File: config.mk
export PLATFORM = sky130hd
export DESIGN_NAME = sac_ctrl
export DESIGN_NICKNAME = d
export VERILOG_FILES = /design/src/core/sac_pkg.sv /design/src/core/sac_fifo_if.sv /design/src/core/sac_ctrl.sv /design/src/core/sac_fifo.sv
export SDC_FILE = /design/constraint.sdc
export NUM_CORES = 1
export LEC_CHECK = 0
export ABC_CLOCK_PERIOD_IN_PS = 2450
export BUFFER_PORTS_ARGS = -buffer_cell sky130_fd_sc_hd__buf_2
export CAP_MARGIN = 20
export CORE_MARGIN = 2
export CORE_UTILIZATION = 40
export CTS_BUF_LIST = sky130_fd_sc_hd__clkbuf_16
export DETAILED_ROUTE_END_ITERATION = 10
export PLACE_DENSITY_LB_ADDON = 0.15
export SYNTH_ARGS = -nofsm -noshare
export SYNTH_HDL_FRONTEND = slang
export SYNTH_SLANG_ARGS = --single-unit
export TNS_END_PERCENT = 1
File: constraint.sdc
create_clock -name mclk -period 2.45 [get_ports mclk]
set_input_delay 0.1225 -clock mclk [delete_from_list [all_inputs] [get_ports mclk]]
set_output_delay 0.1225 -clock mclk [all_outputs]
set_load 0.05 [all_outputs]
File: src/core/sac_pkg.sv
// Shared constants for the converter sequencer.
// Assumes a 250 MHz system clock on every design file.
package sac_pkg;
   localparam int CLK_MHZ = 250;
   localparam int RES_BITS = 16;
   localparam int T_CONV_NS = 7000;
   localparam int T_ACQ_NS = 2000;
   localparam int T_START_NS = 40;
   localparam int T_LATCH_NS = 220;
   localparam int CONV_CYCLES = (T_CONV_NS * CLK_MHZ) / 1000;
   localparam int STEP_CYCLES = CONV_CYCLES / RES_BITS;
   localparam int ACQ_CYCLES = (T_ACQ_NS * CLK_MHZ + 999) / 1000;
   localparam int START_CYCLES = (T_START_NS * CLK_MHZ + 999) / 1000;
   localparam int LATCH_CYCLES = (T_LATCH_NS * CLK_MHZ) / 1000;
   localparam int FIFO_DEPTH = 32;
   localparam logic [15:0] RESULT_RESET = 16'h0000;
   localparam logic [15:0] MAX_POS_CODE = 16'h7fff;
endpackage

File: src/core/sac_fifo_if.sv
// Handshake bundle between the sequencer and its result FIFO.
// Assumes both ends share one clock.
`timescale 1ns/100ps
interface sac_fifo_if #(parameter int WIDTH = 16);
   logic in_valid;
   logic in_ready;
   logic [WIDTH-1:0] in_data;
   logic out_valid;
   logic out_ready;
   logic [WIDTH-1:0] out_data;
   modport fifo (input in_valid, input in_data, output in_ready,
      output out_valid, output out_data, input out_ready);
   modport ctrl (output in_valid, output in_data, input in_ready,
      input out_valid, input out_data, output out_ready);
endinterface

File: src/core/sac_ctrl.sv
// Sequencer of a 16-bit successive-approximation converter with parallel read port.
// Assumes host pins arrive asynchronously; comparator decision is a pin too.
`timescale 1ns/100ps
// Operation
// - Start from chip-select and read/convert both low, in either order
// - Clear approximation register when conversion starts
// - Ignore start requests while converting
// - Trial bits run MSB down to LSB
// - Comparator decides keep or clear per bit
// - Acquire: autozero closed, input on capacitor
// - Convert: autozero open, capacitor grounded
// - Load full result into output latches
// - Internal timer sequences; no external clock
// - Timing supports 100 ksps throughput
// - Zero crossing codes ffff and 0000
// - Full scale codes 7ffe and 7fff
// - Busy low until outputs updated
// - Bus released when deselected or read/convert low
// - Byte select swaps bus halves
module sac_ctrl #(
   parameter int RES_BITS = sac_pkg::RES_BITS,
   parameter int STEP_CYCLES = sac_pkg::STEP_CYCLES,
   parameter int ACQ_CYCLES = sac_pkg::ACQ_CYCLES,
   parameter int START_CYCLES = sac_pkg::START_CYCLES,
   parameter int LATCH_CYCLES = sac_pkg::LATCH_CYCLES,
   parameter int FIFO_DEPTH = sac_pkg::FIFO_DEPTH
) (
   input wire logic mclk,
   input wire logic reset,
   input wire logic chip_sel_n,
   input wire logic read_conv,
   input wire logic byte_sel,
   input wire logic comp_out,
   output logic [15:0] dac_trial,
   output logic autozero_closed,
   output logic sample_to_input,
   output logic hold,
   output logic busy_n,
   output logic [15:0] result_bus_o,
   output logic [15:0] result_bus_oe,
   output logic result_valid,
   output logic [15:0] result_data,
   input wire logic result_ready,
   output logic overflow
);
   typedef enum {ST_ACQ, ST_SETTLE, ST_BIT, ST_LATCH} sac_state_e;

   function automatic logic [15:0] sac_swap(input logic [15:0] w, input logic sw);
      sac_swap = sw ? {w[7:0], w[15:8]} : w;
   endfunction

   initial begin
      if (RES_BITS != 16 || STEP_CYCLES < 3 || STEP_CYCLES > 65535 || ACQ_CYCLES < 1
         || START_CYCLES < 2 || START_CYCLES > 255 || LATCH_CYCLES < 1
         || LATCH_CYCLES > 65535 || FIFO_DEPTH < 2) begin
         $error("sac_ctrl parameters out of range");
      end
   end

   // Start, conversion, latch and acquire must fit one 10 us sample period
   initial begin
      if ((RES_BITS + 1) * STEP_CYCLES + LATCH_CYCLES + ACQ_CYCLES + START_CYCLES + 2
         > 10 * sac_pkg::CLK_MHZ) begin
         $error("sac_ctrl timing misses the sample rate");
      end
   end

   sac_fifo_if #(.WIDTH(16)) fq ();

   sac_fifo #(.WIDTH(16), .DEPTH(FIFO_DEPTH)) u_fifo (
      .mclk(mclk),
      .reset(reset),
      .port(fq.fifo)
   );

   // Pin synchronisers
   logic [1:0] cs_meta;
   logic [1:0] rc_meta;
   logic [1:0] by_meta;
   logic [1:0] cmp_meta;
   logic cs_n;
   logic rc;
   logic bsel;
   logic cmp;
   always_ff @(posedge mclk) begin
      if (reset) begin
         cs_meta <= 2'h3;
         rc_meta <= 2'h3;
         by_meta <= 2'h0;
         cmp_meta <= 2'h0;
      end else begin
         cs_meta <= {cs_meta[0], chip_sel_n};
         rc_meta <= {rc_meta[0], read_conv};
         by_meta <= {by_meta[0], byte_sel};
         cmp_meta <= {cmp_meta[0], comp_out};
      end
   end
   assign cs_n = cs_meta[1];
   assign rc = rc_meta[1];
   assign bsel = by_meta[1];
   assign cmp = cmp_meta[1];

   // Start request: chip-select and read/convert both low, held long enough
   logic start_lvl;
   logic start_armed;
   logic [7:0] low_cnt;
   logic start_req;
   assign start_lvl = !cs_n && !rc;
   always_ff @(posedge mclk) begin
      if (reset || !start_lvl) begin
         low_cnt <= 8'h00;
      end else if (low_cnt != 8'hff) begin
         low_cnt <= low_cnt + 8'h01;
      end
   end
   // Request fires once per low pulse when the pulse width is met
   assign start_req = start_lvl && start_armed && (32'(low_cnt) + 1 >= START_CYCLES);

   sac_state_e state;
   logic [15:0] approx_register;
   logic [15:0] trial;
   logic [4:0] bit_idx;
   logic [15:0] step_cnt;
   logic [15:0] out_latch;
   logic start_take;
   logic step_done;

   assign start_take = start_req && state == ST_ACQ;
   assign step_done = 32'(step_cnt) >= STEP_CYCLES - 1;

   always_ff @(posedge mclk) begin
      if (reset || !start_lvl) begin
         start_armed <= 1'b1;
      end else if (start_req) begin
         start_armed <= 1'b0;
      end
   end

   // Internal conversion timer; one step per trial bit
   always_ff @(posedge mclk) begin
      if (reset || state == ST_ACQ || step_done) begin
         step_cnt <= 16'h0000;
      end else begin
         step_cnt <= step_cnt + 16'h0001;
      end
   end

   always_ff @(posedge mclk) begin
      if (reset) begin
         state <= ST_ACQ;
      end else begin
         case (state)
            ST_ACQ: begin
               if (start_take) begin
                  state <= ST_SETTLE;
               end
            end
            ST_SETTLE: begin
               if (step_done) begin
                  state <= ST_BIT;
               end
            end
            ST_BIT: begin
               if (step_done && bit_idx == 5'd0) begin
                  state <= ST_LATCH;
               end
            end
            ST_LATCH: begin
               if (32'(step_cnt) >= LATCH_CYCLES - 1 || step_done) begin
                  state <= ST_ACQ;
               end
            end
            default: state <= ST_ACQ;
         endcase
      end
   end

   // Approximation: clear at start, then MSB to LSB trials
   always_ff @(posedge mclk) begin
      if (reset) begin
         approx_register <= 16'h0000;
         trial <= 16'h0000;
         bit_idx <= 5'd15;
      end else if (start_take) begin
         approx_register <= 16'h0000;
         trial <= 16'h0000;
         bit_idx <= 5'd15;
      end else if (state == ST_SETTLE && step_done) begin
         trial <= 16'h8000;
      end else if (state == ST_BIT && step_done) begin
         // Comparator high keeps the trial bit
         if (cmp) begin
            approx_register <= approx_register | trial;
         end
         trial <= trial >> 1;
         if (bit_idx != 5'd0) begin
            bit_idx <= bit_idx - 5'd1;
         end
      end
   end

   // Decisions made in this conversion, for the step-count check
   logic [4:0] decide_cnt;
   always_ff @(posedge mclk) begin
      if (reset || start_take) begin
         decide_cnt <= 5'd0;
      end else if (state == ST_BIT && step_done) begin
         decide_cnt <= decide_cnt + 5'd1;
      end
   end

   // Offset binary inside the array; flip the sign bit for two's complement
   always_ff @(posedge mclk) begin
      if (reset) begin
         out_latch <= sac_pkg::RESULT_RESET;
      end else if (state == ST_BIT && step_done && bit_idx == 5'd0) begin
         out_latch <= (approx_register | (cmp ? trial : 16'h0000)) ^ 16'h8000;
      end
   end

   assign dac_trial = approx_register | trial;
   assign autozero_closed = state == ST_ACQ;
   assign sample_to_input = state == ST_ACQ;
   assign hold = state != ST_ACQ;

   // Busy rises only after the latch has the new word
   always_ff @(posedge mclk) begin
      if (reset) begin
         busy_n <= 1'b1;
      end else if (start_take) begin
         busy_n <= 1'b0;
      end else if (state == ST_LATCH && busy_n == 1'b0 && !start_take) begin
         busy_n <= state == ST_LATCH && (32'(step_cnt) >= LATCH_CYCLES - 1 || step_done);
      end
   end

   // Three-state read port
   always_ff @(posedge mclk) begin
      if (reset) begin
         result_bus_o <= 16'h0000;
         result_bus_oe <= 16'h0000;
      end else begin
         result_bus_o <= sac_swap(out_latch, bsel);
         result_bus_oe <= (!cs_n && rc) ? 16'hffff : 16'h0000;
      end
   end

   // Finished word offered for one cycle; a full FIFO drops it
   logic push_pend;
   always_ff @(posedge mclk) begin
      if (reset) begin
         push_pend <= 1'b0;
         overflow <= 1'b0;
      end else begin
         push_pend <= state == ST_BIT && step_done && bit_idx == 5'd0;
         if (push_pend && !fq.in_ready) begin
            overflow <= 1'b1;
         end
      end
   end
   assign fq.in_valid = push_pend;
   assign fq.in_data = out_latch;
   assign fq.out_ready = result_ready;
   assign result_valid = fq.out_valid;
   assign result_data = fq.out_data;

   // Checks
   a_start_clears: assert property (@(posedge mclk) disable iff (reset)
      start_take |=> approx_register == 16'h0000 && state == ST_SETTLE)
      else $error("start did not clear approximation");
   a_no_restart: assert property (@(posedge mclk) disable iff (reset)
      (start_req && state == ST_BIT) |=>
      (state == ST_BIT && trial != 16'h0000) || state == ST_LATCH)
      else $error("conversion restarted");
   a_msb_first: assert property (@(posedge mclk) disable iff (reset)
      (state == ST_SETTLE && step_done) |=> trial == 16'h8000)
      else $error("first trial is not the msb");
   a_trial_order: assert property (@(posedge mclk) disable iff (reset)
      state == ST_BIT |-> trial == (16'h0001 << bit_idx))
      else $error("trial bit out of order");
   a_keep_bit: assert property (@(posedge mclk) disable iff (reset)
      (state == ST_BIT && step_done && cmp && bit_idx != 5'd0) |=>
      (approx_register & $past(trial)) != 16'h0000)
      else $error("kept bit lost");
   a_acq_switches: assert property (@(posedge mclk) disable iff (reset)
      busy_n |-> autozero_closed && sample_to_input)
      else $error("autozero open in acquire");
   a_conv_switches: assert property (@(posedge mclk) disable iff (reset)
      !busy_n |-> !autozero_closed && !sample_to_input)
      else $error("switches closed in convert");
   a_latch_steady: assert property (@(posedge mclk) disable iff (reset)
      state != ST_BIT |=> $stable(out_latch))
      else $error("output latch changed outside the last step");
   a_sign_flip: assert property (@(posedge mclk) disable iff (reset)
      (state == ST_BIT && step_done && bit_idx == 5'd0) |=>
      out_latch[15] == !$past(approx_register[15]))
      else $error("sign bit not inverted");
   a_min_pulse: assert property (@(posedge mclk) disable iff (reset)
      start_take |-> $past(start_lvl, START_CYCLES - 1))
      else $error("start on short pulse");
   a_busy_conv: assert property (@(posedge mclk) disable iff (reset)
      start_take |=> !busy_n)
      else $error("busy not low on start");
   a_busy_after_latch: assert property (@(posedge mclk) disable iff (reset)
      $rose(busy_n) |-> $past(state) == ST_LATCH)
      else $error("busy rose before the latch");
   a_bus_release: assert property (@(posedge mclk) disable iff (reset)
      (cs_n || !rc) |=> result_bus_oe == 16'h0000)
      else $error("bus driven while released");
   a_bus_drive: assert property (@(posedge mclk) disable iff (reset)
      (!cs_n && rc) |=> result_bus_oe == 16'hffff)
      else $error("bus not driven on read");
   a_byte_swap: assert property (@(posedge mclk) disable iff (reset)
      bsel |=> result_bus_o == {$past(out_latch[7:0]), $past(out_latch[15:8])})
      else $error("byte swap wrong");
   a_word_order: assert property (@(posedge mclk) disable iff (reset)
      !bsel |=> result_bus_o == $past(out_latch))
      else $error("word order wrong");
   a_sixteen_steps: assert property (@(posedge mclk) disable iff (reset)
      state == ST_LATCH |-> decide_cnt == 5'd16)
      else $error("decision count not sixteen");
   a_overflow_flag: assert property (@(posedge mclk) disable iff (reset)
      (fq.in_valid && !fq.in_ready) |=> overflow)
      else $error("dropped word not flagged");
   a_overflow_sticky: assert property (@(posedge mclk) disable iff (reset)
      overflow |=> overflow)
      else $error("overflow flag cleared");

   // Main scenarios
   c_fifo_full: cover property (@(posedge mclk) disable iff (reset)
      !fq.in_ready);
   c_overflow: cover property (@(posedge mclk) disable iff (reset)
      $rose(overflow));
   c_conversion: cover property (@(posedge mclk) disable iff (reset)
      state == ST_LATCH ##1 state == ST_ACQ);
   c_swapped_read: cover property (@(posedge mclk) disable iff (reset)
      result_bus_oe == 16'hffff && bsel);
   c_ignored_start: cover property (@(posedge mclk) disable iff (reset)
      start_req && state != ST_ACQ);
endmodule

File: src/core/sac_fifo.sv
// Result FIFO with registered read data.
// Assumes a single clock and a synchronous active-high reset.
`timescale 1ns/100ps
module sac_fifo #(
   parameter int WIDTH = 16,
   parameter int DEPTH = 32
) (
   input wire logic mclk,
   input wire logic reset,
   sac_fifo_if.fifo port
);
   localparam int AW = $clog2(DEPTH);
   logic [WIDTH-1:0] mem [DEPTH];
   logic [AW-1:0] wr_ptr;
   logic [AW-1:0] rd_ptr;
   logic [AW:0] count;
   logic [WIDTH-1:0] out_data;
   logic out_valid;
   logic push;
   logic pop;
   logic mem_ne;

   initial begin
      if (DEPTH < 2 || (1 << AW) != DEPTH) $error("DEPTH must be a power of two");
   end

   assign mem_ne = count != '0;
   // Output register counts toward the depth
   assign port.in_ready = (count + (AW + 1)'(out_valid)) < (AW + 1)'(DEPTH);
   assign push = port.in_valid && port.in_ready;
   assign pop = mem_ne && (!out_valid || port.out_ready);
   assign port.out_valid = out_valid;
   assign port.out_data = out_data;

   always_ff @(posedge mclk) begin
      if (push) begin
         mem[wr_ptr] <= port.in_data;
      end
   end

   always_ff @(posedge mclk) begin
      if (reset) begin
         wr_ptr <= '0;
         rd_ptr <= '0;
         count <= '0;
      end else begin
         if (push) begin
            wr_ptr <= wr_ptr + 1'b1;
         end
         if (pop) begin
            rd_ptr <= rd_ptr + 1'b1;
         end
         count <= count + (AW + 1)'(push) - (AW + 1)'(pop);
      end
   end

   always_ff @(posedge mclk) begin
      if (reset) begin
         out_valid <= 1'b0;
         out_data <= '0;
      end else if (pop) begin
         out_valid <= 1'b1;
         out_data <= mem[rd_ptr];
      end else if (port.out_ready) begin
         out_valid <= 1'b0;
      end
   end

   a_fifo_bound: assert property (@(posedge mclk) disable iff (reset)
      count <= (AW + 1)'(DEPTH)) else $error("fifo count beyond depth");
endmodule

==> flow_metrics.tcl <==
set metrics [dict create \
    synth_edf_count 512 \
    n_fill_cell 5340 \
    drt_iter0_markers 852 \
    synth_area_mm2 0.0252 \
    insertion_delay_ps 600 \
    cp_slowest_cell "fa_2" \
    overflow 0 \
    dieArea_mm2 0.0650 \
    critPathMaxFanout 2 \
    regToRegStartpoint "u_fifo.count[3]" \
    required_ps 2900 \
    cp_common_cell "nor2_1" \
    cts_htree_levels 3 \
    reg2reg_depth 13 \
    setup_viol 0 \
    leakage_nw 10.2 \
    core_region_area_mm2 0.0626 \
    grt_usage_pct 18.6 \
    die-height_um 255 \
    routabilityCongestion 0.751 \
    grt_pass1_vias 13561 \
    path_clk_slew_ps 60 \
    power_mw 27.8 \
    critPathMaxStageDelay_ps 360 \
    hold_start "read_conv" \
    min_period_over_period_pct 96.5 \
    max-vdd-ir-drop_mv 0.558 \
    synth_top_area_share_pct 61.0 \
    drt-vias-per-instance 5.22 \
    path_class "reg2reg" \
    num-nets-final 1663 \
    worst_pin_slew_ps 905 \
    power_per_cell_area_mw_per_mm2 924 \
    hold_violations 0 \
    outcome "completed" \
    start_util_pct 40.2 \
    synthTopCellsByArea "edfxtp_1 61%, mux4_2 11%, dfxtp_1 11%, mux2i_1 2.1%, nor2_1 2.0%" \
    synth_cells 1441 \
    hold_depth 3 \
    ys_warn_count 0 \
    synth_flop_cell "edfxtp_1" \
    rr_endpoint "u_fifo.count[4]" \
    synthArstFlopShare_pct 0 \
    rows 92 \
    synth_cell_types 58 \
    cts.sinks 653 \
    numCtsBuffers 69 \
    hold-path-endpoint "rc_meta[0]" \
    layout-area-overhead-vs-synth_pct 19.5 \
    wl_um 58500 \
    dieWidth_um 255 \
    max_freq_mhz 423 \
    period_needed_ps 2360 \
    cp-start-kind "register" \
    synth-seq-cells 653 \
    reg2reg_setup_slack_ps 90 \
    setup-tns-final_ps 0 \
    synth_area_leader_cell "edfxtp_1" \
    syn_area_per_cell_um2 17.5 \
    fin_skew_ps 16.5 \
    ctsRootBufferMaster "clkbuf_16" \
    port_buffers 76 \
    drv_cap 0 \
    first_pass_iters 7 \
    cts_tree "done" \
    final_max_slew_viol_count 0 \
    grt_pass1_wl_um 87500 \
    rsz0062_at_grt "yes" \
    crit_path_end_kind "register" \
    vias 13202 \
    ys_seq_area_share_pct 72.2 \
    io_pins 77 \
    final_util_pct 48.1 \
    synth.most_common_cell "edfxtp_1" \
    path_cells "inv_1, ha_2, and4bb_2, a21oi_4, ha_4, inv_1, ha_2, fa_2, a21oi_2, nor2_1, nor2_1, xor2_1, nor2_1" \
    arrival_ps 2820 \
    wl_per_cell_um 23.1 \
    drive_above_1_share_pct 29.6 \
    place_hpwl_um 36000 \
    antenna_left 0 \
    hp-class "in2reg" \
    antenna_found_initial 0 \
    yosys-top-cells-count "512 x edfxtp_1, 141 x dfxtp_1, 132 x nor2_1, 128 x mux4_2, 52 x mux2i_1" \
    grt_start_max_net_pins 63 \
    timing.slew.headroom_pct 39.6 \
    route.detailed.drc 0 \
    diodes 0 \
    clk_path_buf_depth 3 \
]
[worst max-delay path, delay by kind of cell, from the launching register on]
kind	cells	cell delay, ps
and+or+nand+nor	4	490
xor gates and xnor gates	1	160
AOI/OAI and AO/OA	2	200
adders and majority gates	4	960
buffers and inverters	2	110
DFF	1	310
[per-layer routing]
metal	vias to the layer above	track usage, %	wire [um]
met5	-	0	0
met4	0	5.86	1380
met3	80	2.75	2410
met2	282	30.6	28400
met1	6825	25.5	26300
li1	6015	-	-
[metrics by stage]
stage	cell area (um2)	instances	worst slack [ps]	hold slack (ps)
floorplan	25400	1449	4.05	226
global placement	27700	2396	-8.97	313
detailed placement	27700	2396	-81.9	314
CTS	30000	2527	13.7	214
global route	30100	2530	-58.8	240
finish	30100	2530	85.1	245
[sequential cells by signal, indices dropped and copies added, names as in the netlist, 2 cells and up]
signal and flops:
trial 16, approx_register 16, bit_idx 5, by_meta 2, state 2, u_fifo.rd_ptr 5, u_fifo.mem 512, rc_meta 2
u_fifo.port.out_data 16, fq.in_data 16, result_bus_o 16, u_fifo.wr_ptr 5, u_fifo.count 6, step_cnt 16, low_cnt 8, cmp_meta 2
cs_meta 2
[worst max-delay path by stage]
stage,from,to,depth (start not counted)
after floorplan,u_fifo.count[4],u_fifo.count[5],12
after global placement,u_fifo.count[4],u_fifo.count[4],13
after detailed placement,u_fifo.count[4],u_fifo.count[4],13
after CTS,u_fifo.count[4],u_fifo.count[4],13
after global routing,u_fifo.count[2],u_fifo.count[4],13
final,u_fifo.count[3],u_fifo.count[4],13
[cells by family (layout without fill, tap and decap cells)]
logic type                 after synthesis  after routing  share of synthesized area (%)
and+or+nand+nor                        269            269                           4.94
muxes                                  181            181                           13.6
adders and majority gates               25             25                           1.27
xor gates and xnor gates                21             21                          0.730
other                                    1              9                         0.0149
AOI/OAI and AO/OA                      175            175                           4.95
buffers and inverters                  116            351                           2.31
DFF                                    653            653                           72.2
[what timing repair did]
action,CTS,global route
gates resized for setup,5,13
endpoints found under the hold margin,7,0
hold buffers,6,0
pin swaps,6,10
endpoints found under the setup margin,2,2
setup buffers,1,3
[power by group]
| part | total [mW] | internal [mW] | switching, mW |
|---|---|---|---|
| logic | 5.48 | 2.72 | 2.77 |
| registers | 12.2 | 12.0 | 0.185 |
| clock network | 10.2 | 5.95 | 4.20 |
| total | 27.8 | 20.7 | 7.15 |
[layout make-up]
type | count | area (um2) | share of cell area, %
Inverter | 27 | 101 | 0.337
Clock buffer | 72 | 1800 | 5.98
Sequential cell | 653 | 18200 | 60.5
Clock inverter | 52 | 404 | 1.34
Multi-Input combinational cell | 680 | 6710 | 22.3
Timing Repair Buffer | 200 | 1820 | 6.04
Tap cell | 846 | 1060 | 3.52
[cell usage in the layout, fill, tap and decap left out, types with 4 or more instances in the layout]
cell type	count
nor2_4	24
a22o_1	16
clkbuf_16	72
mux2i_1	52
or2_2	21
dlygate4sd3_1	6
nand3_1	30
a211oi_1	33
conb_1	9
xor2_1	12
o22ai_1	16
o21a_1	21
nand2_1	34
buf_2	76
ha_1	19
bufinv_16	6
o21ai_0	6
a22oi_1	30
buf_4	78
inv_1	38
xnor2_1	9
nor3_1	7
edfxtp_1	512
a21oi_1	29
and3_1	6
nor2b_1	13
nand3b_1	4
clkinv_1	14
buf_12	39
dfxtp_1	134
inv_2	4
nor2_1	106
clkinv_2	10
dfxtp_2	5
mux4_2	128
No activity file was read; power rests on OpenSTA's default activity.
